`src/rtl/swc_pkg.sv`:
```
// Package: constants for the single-wire pulse-width codec receiver
package swc_pkg;
  // ==========================================================
  // Clock and timing
  localparam int CLK_FREQ_HZ      = 25_000_000;
  localparam int CLK_PERIOD_NS    = 40;
  // Bit period limits in nanoseconds (extended range covers default)
  localparam int BIT_MIN_NS       = 590;
  localparam int BIT_MAX_NS       = 10_000;
  // Least time rounds up, longest rounds down
  localparam int BIT_MIN_CYC      =
    (BIT_MIN_NS + CLK_PERIOD_NS - 1) / CLK_PERIOD_NS;
  localparam int BIT_MAX_CYC      = BIT_MAX_NS / CLK_PERIOD_NS;
  localparam int CNT_W            = 10;
  localparam logic [CNT_W-1:0] CNT_ZERO = 10'h000;
  localparam logic [CNT_W-1:0] CNT_ONE  = 10'h001;
  localparam logic [CNT_W-1:0] CNT_SAT  = 10'h3FF;
  // ==========================================================
  // Receiver states
  typedef enum logic [2:0] {
    SWC_IDLE = 3'h1,
    SWC_HIGH = 3'h2,
    SWC_LOW  = 3'h4
  } swc_state_e;
endpackage

```
`src/rtl/swc_codec.sv`:
```
// Card-side pulse-width bit decoder and current-return driver
// Contract
// Master sends a one as high for three quarters of period.
// Master sends a zero as high for one quarter of period.
// Ones with high time 70 to 80 percent must be accepted.
// Zeros with high time 20 to 30 percent must be accepted.
// Master sends bits back to back, no gaps.
// Each rising edge ends one bit and starts the next.
// Every bit period is measured on its own.
// Bit period 1 to 5 us, extended 0.590 to 10 us.
// Card returns data by modulating drawn current, not voltage.
// High current 600 to 1000 uA, low current 0 to 20 uA.
// Returned current is meaningful only while the line is high.
// Card changes current only while the line is low; code switches about three clocks after the pin falls.
// Decide one when high time exceeds half the period.
// Synchronise the line before edge detection and timing.
`timescale 1ns/100ps
module swc_codec
  import swc_pkg::*;
#(
  parameter int CW = CNT_W
)
(
  // Clock and reset
  input  wire logic clk,
  input  wire logic sys_rst,
  // Link side
  input  wire logic master_voltage_line,
  output logic      slave_current_return,
  // Received bits
  output logic      rx_valid,
  output logic      rx_bit,
  output logic      rx_error,
  // Bit to return to the master
  input  wire logic tx_bit,
  output logic      tx_taken
);
  // ==========================================================
  // Input conditioning
  logic line;
  logic line_prev;

  swc_sync u_sync (
    .clk       (clk),
    .sys_rst   (sys_rst),
    .din       (master_voltage_line),
    .dout      (line),
    .dout_prev (line_prev)
  );

  wire rise = line & ~line_prev;
  wire fall = ~line & line_prev;

  // ==========================================================
  // Period and high-time measurement
  swc_state_e          state;
  swc_state_e          next_state;
  logic [CW-1:0]       period_cnt;
  logic [CW-1:0]       high_cnt;

  // Both counters restart on every rising edge
  wire [CW-1:0] next_period = rise ? CNT_ONE :
                              (period_cnt == CNT_SAT) ? CNT_SAT :
                              period_cnt + CNT_ONE;
  wire [CW-1:0] next_high   = rise ? CNT_ONE :
                              (line && high_cnt != CNT_SAT) ?
                              high_cnt + CNT_ONE : high_cnt;

  // Twice the high time against the period
  wire [CW:0] high_x2   = {high_cnt, 1'b0};
  wire        dec_one   = high_x2 > {1'b0, period_cnt};
  // Out-of-range periods are flagged but still decoded
  wire        bad_per   = (period_cnt < CW'(BIT_MIN_CYC)) ||
                          (period_cnt > CW'(BIT_MAX_CYC));
  wire        bit_done  = rise && (state == SWC_LOW);

  always_comb begin
    next_state = state;
    unique case (state)
      SWC_IDLE: if (rise) next_state = SWC_HIGH;
      SWC_HIGH: if (fall) next_state = SWC_LOW;
      SWC_LOW:  if (rise) next_state = SWC_HIGH;
      default:  next_state = SWC_IDLE;
    endcase
  end

  always_ff @(posedge clk) begin
    if (sys_rst) begin
      state      <= SWC_IDLE;
      period_cnt <= CNT_ZERO;
      high_cnt   <= CNT_ZERO;
    end else begin
      state      <= next_state;
      period_cnt <= next_period;
      high_cnt   <= next_high;
    end
  end

  // ==========================================================
  // Decoded bit outputs
  always_ff @(posedge clk) begin
    if (sys_rst) begin
      rx_valid <= 1'b0;
      rx_bit   <= 1'b0;
      rx_error <= 1'b0;
    end else begin
      rx_valid <= bit_done;
      if (bit_done) begin
        rx_bit   <= dec_one;
        rx_error <= bad_per;
      end
    end
  end

  // ==========================================================
  // Current return: switch only on the falling edge, so the level
  // stands across the whole next high phase the master samples.
  // Lags the pin fall by about three clocks: very short lows see it late.
  always_ff @(posedge clk) begin
    if (sys_rst) begin
      slave_current_return <= 1'b0;
      tx_taken             <= 1'b0;
    end else begin
      tx_taken <= fall;
      if (fall) begin
        slave_current_return <= tx_bit;
      end
    end
  end

  // ==========================================================
  // Checks
  chk_ret_low_only: assert property (
    @(posedge clk) disable iff (sys_rst)
    $changed(slave_current_return) |-> $past(fall))
    else $error("current return changed outside low phase");

  chk_ret_steady_hi: assert property (
    @(posedge clk) disable iff (sys_rst)
    (line && line_prev) |-> $stable(slave_current_return))
    else $error("current return moved while line high");

  chk_valid_on_rise: assert property (
    @(posedge clk) disable iff (sys_rst)
    (rise && state == SWC_LOW) |=> rx_valid)
    else $error("bit not reported after rising edge");

  chk_valid_cause: assert property (
    @(posedge clk) disable iff (sys_rst)
    rx_valid |-> $past(rise))
    else $error("bit reported without rising edge");

  chk_decide_half: assert property (
    @(posedge clk) disable iff (sys_rst)
    bit_done |=> (rx_bit == ($past(high_cnt) > ($past(period_cnt) >> 1))))
    else $error("decision not taken at half period");

  chk_period_restart: assert property (
    @(posedge clk) disable iff (sys_rst)
    rise |=> (period_cnt == CNT_ONE && high_cnt == CNT_ONE))
    else $error("counters not restarted on rising edge");

  chk_range_flag: assert property (
    @(posedge clk) disable iff (sys_rst)
    (bit_done && period_cnt >= CW'(BIT_MIN_CYC) &&
     period_cnt <= CW'(BIT_MAX_CYC)) |=> !rx_error)
    else $error("in-range period flagged as error");

  chk_sync_delay: assert property (
    @(posedge clk) disable iff (sys_rst)
    $rose(line) |-> ##1 rise == 1'b0)
    else $error("edge detector fired twice");

  chk_tx_follow: assert property (
    @(posedge clk) disable iff (sys_rst)
    tx_taken |-> slave_current_return == $past(tx_bit))
    else $error("returned level differs from tx_bit");

  // Pulses last one cycle, so a consumer may count them directly
  chk_valid_pulse: assert property (
    @(posedge clk) disable iff (sys_rst)
    rx_valid |=> !rx_valid)
    else $error("bit report longer than one cycle");

  chk_taken_pulse: assert property (
    @(posedge clk) disable iff (sys_rst)
    tx_taken |=> !tx_taken)
    else $error("load strobe longer than one cycle");

  chk_fall_loads: assert property (
    @(posedge clk) disable iff (sys_rst)
    fall |=> tx_taken)
    else $error("falling edge did not load tx_bit");

  chk_first_arms: assert property (
    @(posedge clk) disable iff (sys_rst)
    (rise && state == SWC_IDLE) |=> !rx_valid)
    else $error("first edge after reset reported a bit");

  chk_high_in_per: assert property (
    @(posedge clk) disable iff (sys_rst)
    bit_done |-> high_cnt <= period_cnt)
    else $error("high time longer than its period");

  chk_range_err: assert property (
    @(posedge clk) disable iff (sys_rst)
    (bit_done && (period_cnt < CW'(BIT_MIN_CYC) ||
     period_cnt > CW'(BIT_MAX_CYC))) |=> rx_error)
    else $error("out-of-range period not flagged");

  chk_high_frozen: assert property (
    @(posedge clk) disable iff (sys_rst)
    (state == SWC_LOW && !rise) |=> $stable(high_cnt))
    else $error("high time counted during low phase");

  cov_one:  cover property (@(posedge clk) rx_valid && rx_bit);
  cov_zero: cover property (@(posedge clk) rx_valid && !rx_bit);
  cov_err:  cover property (@(posedge clk) rx_valid && rx_error);
  cov_ret:  cover property (@(posedge clk) $rose(slave_current_return));
endmodule

```
`src/rtl/swc_sync.sv`:
```
// Two-flop synchroniser with previous-value stage for edge finding
`timescale 1ns/100ps
module swc_sync
  import swc_pkg::*;
(
  // Clock and reset
  input  wire logic clk,
  input  wire logic sys_rst,
  // Asynchronous input and synchronised outputs
  input  wire logic din,
  output logic      dout,
  output logic      dout_prev
);
  logic meta;

  always_ff @(posedge clk) begin
    if (sys_rst) begin
      meta      <= 1'b0;
      dout      <= 1'b0;
      dout_prev <= 1'b0;
    end else begin
      meta      <= din;
      dout      <= meta;
      dout_prev <= dout;
    end
  end
endmodule

```
`config.mk`:
```
export PLATFORM = sky130hd
export DESIGN_NAME = swc_codec
export DESIGN_NICKNAME = d
export VERILOG_FILES = /design/src/rtl/swc_pkg.sv /design/src/rtl/swc_codec.sv /design/src/rtl/swc_sync.sv
export SDC_FILE = /design/constraint.sdc
export NUM_CORES = 1
export LEC_CHECK = 0
export ABC_AREA = 1
export BUFFER_PORTS_ARGS = -buffer_cell sky130_fd_sc_hd__buf_2
export CAP_MARGIN = 5
export CORE_MARGIN = 4
export CORE_UTILIZATION = 34
export CTS_CLUSTER_DIAMETER = 40
export DETAILED_ROUTE_END_ITERATION = 8
export PLACE_DENSITY = 0.51
export SYNTH_ARGS = -nofsm -noshare
export SYNTH_HDL_FRONTEND = slang
export SYNTH_HIERARCHICAL = 1
export SYNTH_SLANG_ARGS = --single-unit
```
`constraint.sdc`:
```
create_clock -name clk -period 2.6 [get_ports clk]
set_clock_uncertainty 0.15 [all_clocks]
set_input_delay 0.78 -clock clk [delete_from_list [all_inputs] [get_ports clk]]
set_output_delay 0.78 -clock clk [all_outputs]
set_load 0.01 [all_outputs]
```
# Yosys cells after proc, flatten, opt, wreduce, memory -nomap -nowiden
# Index checks and enable logic that the tools add are counted.
# W data, S select, Z words.
[classes]
n_mux = 7
div = 0
n_eq_ne = 7
n_bitwise = 4
magnitude_cmp = 3
n_addsub = 2
n_mul = 0
n_reduce_logical = 7
n_shift = 0
[ops]
columns = ["operator", "n"]
rows = [
  ["$add A10 B1 Y10 const B", 2],
  ["$gt A11 B10 Y1", 1],
  ["$eq A10 B10 Y1 const B", 1],
  ["$gt A10 B8 Y1 const B", 1],
  ["$lt A10 B4 Y1 const B", 1],
  ["$mux W10", 1],
  ["$ne A10 B10 Y1 const B", 1],
  ["$mux W3", 2],
  ["$pmux W3 S2", 1],
  ["$reduce_or A2 Y1", 2],
  ["$eq A3 B1 Y1 const B", 1],
  ["$eq A3 B2 Y1 const B", 1],
  ["$eq A3 B3 Y1 const B", 1],
  ["$mux W1", 3],
  ["$and A1 B1 Y1", 2],
  ["$logic_and A1 B1 Y1", 2],
  ["$ne A2 B1 Y1 const B", 1],
  ["$ne A2 B2 Y1 const B", 1],
  ["$not A1 Y1", 2],
  ["$reduce_and A2 Y1", 1],
  ["$reduce_bool A2 Y1", 1],
  ["$logic_or A1 B1 Y1", 1],
]
[word_totals]
latch_bits = 0
ram_bits = 0
register_bits = 31
n_memories = 0
out_inout_bits = 5
mem_bits_ro = 0

# Depth between registers and ports, before layout
[depth]
ltp_word = 4
mapped_depth = 10

# Hierarchy
# The synthesis kept the hierarchy.
[by_module_without_submodules]
columns = ["mod", "cells_per_inst", "n_inst", "area_each_um2"]
rows = [
  ["swc_codec", 241, 1, 1705.4],
  ["swc_sync", 9, 1, 82.6],
]

# Least setup slack after synthesis
# OpenSTA, ideal clock, no wires.
[synth_timing]
path_kind = "input -> register"
from = "in sys_rst"
to = "reg period_cnt[8]"
slack_ps = 936
required_time_ps = 2321
arrival_time_ps = 1385
cell_stages = 5
setup_ps = 129
cell_sequence = "clkbuf_1 > nor2_2 > buf_4 > o21ai_0 > a31oi_1"
[synth_via]
elab_chain_len = 1
[synth_lines]
columns = ["element", "line_no", "rtl"]
rows = [
  ["from (decl)", "swc_codec.sv:26", "input wire logic sys_rst,"],
  ["$reduce_or A2 Y1 (no line)", "--", ""],
  ["to (signal assigned)", "swc_codec.sv:94", "period_cnt <= next_period;"],
  ["to (decl)", "swc_codec.sv:58", "logic [CW-1:0] period_cnt;"],
]
# No other way between the ends.
# A chain may end at the register's enable or synchronous reset.

# Final worst setup path
[layout_timing]
from = "reg rx_error"
to = "out rx_error"
[layout_lines]
columns = ["element", "line_no", "rtl"]
rows = [
  ["from (decl)", "swc_codec.sv:33", "output logic rx_error,"],
  ["from (signal assigned)", "swc_codec.sv:110", "rx_error <= bad_per;"],
]
# No word-level cell between the ends.

==> run_results.csv <==
group,metric,value,unit
synth,synth_common_cells,"nand2_1, inv_1, nor2_1, dfxtp_1, nand3_1",
synth,yosys_warnings,6,
power_and_ir_drop,power.internal,0.0007634,W
sta,worstMarginPinSlew,0.4119,ns
die,dieArea,6483,um^2
sta,drv_slew,0,
synth,synth_top_family_by_area,"simple AND/OR/NAND/NOR gates",
power_and_ir_drop,cellPowerDensity,528.0,nW/um^2
die,initial_core_util,35.01,%
power_and_ir_drop,p_sw_share,27.00,%
clock_network,h-tree-depth,2,
worst_setup_path,critical_path_cell_count,1,
synth,yosys.area_share.adder,8.397,%
synth,synthSimpleGateAreaFrac,35.27,%
placed_design,io_buffers,8,
power_and_ir_drop,pwr-share-seq,50.5,%
route,firstDrtPassIters,6,
clock_network,post_cts_buffers,0,
sta,max_slew_margin,72.33,%
placed_design,hpwl,2709,um
worst_setup_path,path_class,"register to output pin",
synth,yosys-top-cells-area,"dfxtp_1, nand2_1, ha_1",
die,rows,26,
worst_hold_path,hold_class,"register to register",
synth,synthMuxAreaShare,0,%
die,core,5107,um^2
clock_network,post_cts_resized,0,
layout,n_fill_cell,540,
grt,grt_pass1_vias,1352,
synth,synth_compound_area_share,7.978,%
worst_setup_path,crit_chain,"buf_2",
synth,synth-xor-area-share,2.449,%
placed_design,gp_congestion,0.8707,
clock_network,root_buffer,"clkbuf_8",
die,io_pins,9,
grt,grt-ovfl-total,0,
grt,grt_pass1_wl,6030,um
sta,post-route-period-util,64.05,%
die,chipWidth,80.52,um
clock_network,numCtsBuffers,5,
sta,setup_viol,0,
worst_setup_path,cp_top_family,"flip-flops",
route,drtAntennaViolNets,0,
worst_hold_path,hold_depth,2,
synth,yosysMostFrequentCell,"nand2_1",
worst_setup_path,critPathMaxFanout,2,
sta,tns,0,ns
route,viasPerCell,4.428,
power_and_ir_drop,netSwitchingPower,0.0002824,W
clock_network,clock_latency,0.28,ns
job,maxCapViolCount,0,
grt,antenna_found_initial,0,
sta,grt_setup_unrepaired,"false",
die,die_h,80.52,um
power_and_ir_drop,power_leakage,0.9440,nW
layout,antennaDiodeCount,0,
grt,grt_usage,11.93,%
worst_setup_path,worstPathArrival,0.74,ns
sta,period_needed,1.665,ns
placed_design,dp_cells,325,
synth,netlist_area,1788,um^2
route,drc,0,
layout,nNetsFinal,278,
clock_network,clock_sinks,31,
synth,synth_top_area_share,34.71,%
worst_setup_path,slowest_delay,0.33,ns
worst_setup_path,reg2reg_depth,9,
clock_network,clk_pin_slew,0.07,ns
synth,ys_ff_latch,31,
worst_setup_path,cp_slowest_cell,"dfxtp_1",
clock_network,cts_hold_buffers,0,
synth,synth.distinct_cells,29,
synth,synth_edf_count,0,
power_and_ir_drop,combPwrFrac,13.3,%
clock_network,cts_buffer_depth,2,
worst_setup_path,cp-end-kind,"output pin",
synth,yosys.area.top_type,"dfxtp_1",
worst_setup_path,crit_required,1.67,ns
synth,postSynthAreaPerCell,7.152,um^2
sta,finalHoldViolations,0,
route,drt-initial-drc-count,99,
clock_network,cts_tree,"built",
run_status,outcome,"completed",
worst_setup_path,crit_buf_inv,1,
synth,syn-instance-count,250,
synth,syn-num-nets,266,
route,num_vias,1470,
power_and_ir_drop,power_frac_clock,36.2,%
layout,syn_to_final_growth,10.78,%
sta,fmax,600.5,MHz
layout,drive_above_1_share,14.12,%
route,avgRoutedWirePerCell,10.38,um
synth,synth_async_sr_flop_share,0,%
power_and_ir_drop,ir_drop,0.0003041,V
worst_setup_path,critPathLaunchType,"register",
sta,hold_ws,0.2502,ns
layout,fin_cells,332,
grt,grt_max_degree,13,
synth,ys.flop_type,"dfxtp_1",
synth,yosysSeqAreaShare,34.71,%
route,routed_wl,3447,um
-- final timing paths --
check | startpoint | end | slack, ns
setup / recovery | rx_error | rx_error | 0.93
hold / removal | u_sync/meta | u_sync/dout | 0.25
setup reg to reg | period_cnt[6] | rx_bit | 0.95
hold reg to reg | u_sync/meta | u_sync/dout | 0.25
-- layer usage --
layer / GRT usage, % / wire (um)
met1: 16.03 / 1730
met2: 18.46 / 1581
met3: 3.027 / 110
met4: 4.054 / 25
met5: 0 / 0
-- cells in the final DEF, fill, tap and decap left out, drive strengths merged --
master,Yosys,routed
xor2,4,4
a21oi,14,14
nor2,41,41
o21ai,7,7
nor3,5,5
clkbuf,1,6
buf,3,9
clkinv,0,1
nand4,4,4
nand2,57,57
o221ai,1,1
dfxtp,31,31
ha,12,12
nand3,21,21
xnor2,1,1
a31oi,4,4
inv,44,44
-- registers in the layout (all words and copies together) (netlist names) --
signal	count
high_cnt	10
period_cnt	10
state	3
rx_bit	1
rx_error	1
rx_valid	1
slave_current_return	1
tx_taken	1
u_sync/dout	1
u_sync/dout_prev	1
u_sync/meta	1
-- metrics by stage --
step | power [W] | cell area, um^2 | setup slack, ns | utilization (%)
global route | 0.001110 | 1981 | 0.7909 | 38.78
finish | 0.001046 | 1981 | 0.9346 | 38.78
CTS | 0.001061 | 1981 | 0.9199 | 38.78
detailed placement | 0.0006780 | 1893 | 0.6660 | 37.07
global placement | 0.0006783 | 1893 | 0.7042 | 37.07
floorplan | 0.0006497 | 1788 | 0.9357 | -
-- power groups by stage --
| stage | combinational (W) | sequential [W] | clock (W) |
|---|---|---|---|
| after global placement | 0.000140 | 0.000538 | 0 |
| after floorplan | 0.000120 | 0.000530 | 0 |
| after global routing | 0.000162 | 0.000532 | 0.000417 |
| after detailed placement | 0.000139 | 0.000539 | 0 |
| after CTS | 0.000141 | 0.000528 | 0.000393 |
| final | 0.000139 | 0.000528 | 0.000379 |
-- cell families (layout without fill, tap and decap cells) --
group / count (synthesis) / count (layout)
buffers and inverters: 48 / 60
DFF: 31 / 31
adders and majority gates: 12 / 12
xor gates and xnor gates: 5 / 5
and+or+nand+nor: 128 / 128
AOI/OAI and AO/OA: 26 / 26
-- area by class of cell --
| cell class | count | area (um^2) | share of cell area (%) |
|---|---|---|---|
| multi-input combinational | 171 | 967.2 | 48.83 |
| sequential | 31 | 620.6 | 31.33 |
| inverter | 44 | 170.2 | 8.591 |
| tap | 70 | 87.58 | 4.422 |
| clock buffer | 6 | 82.58 | 4.169 |
| timing repair buffer | 9 | 47.55 | 2.401 |
| clock inverter | 1 | 5.005 | 0.2527 |
(Power assumes the default switching activity.)
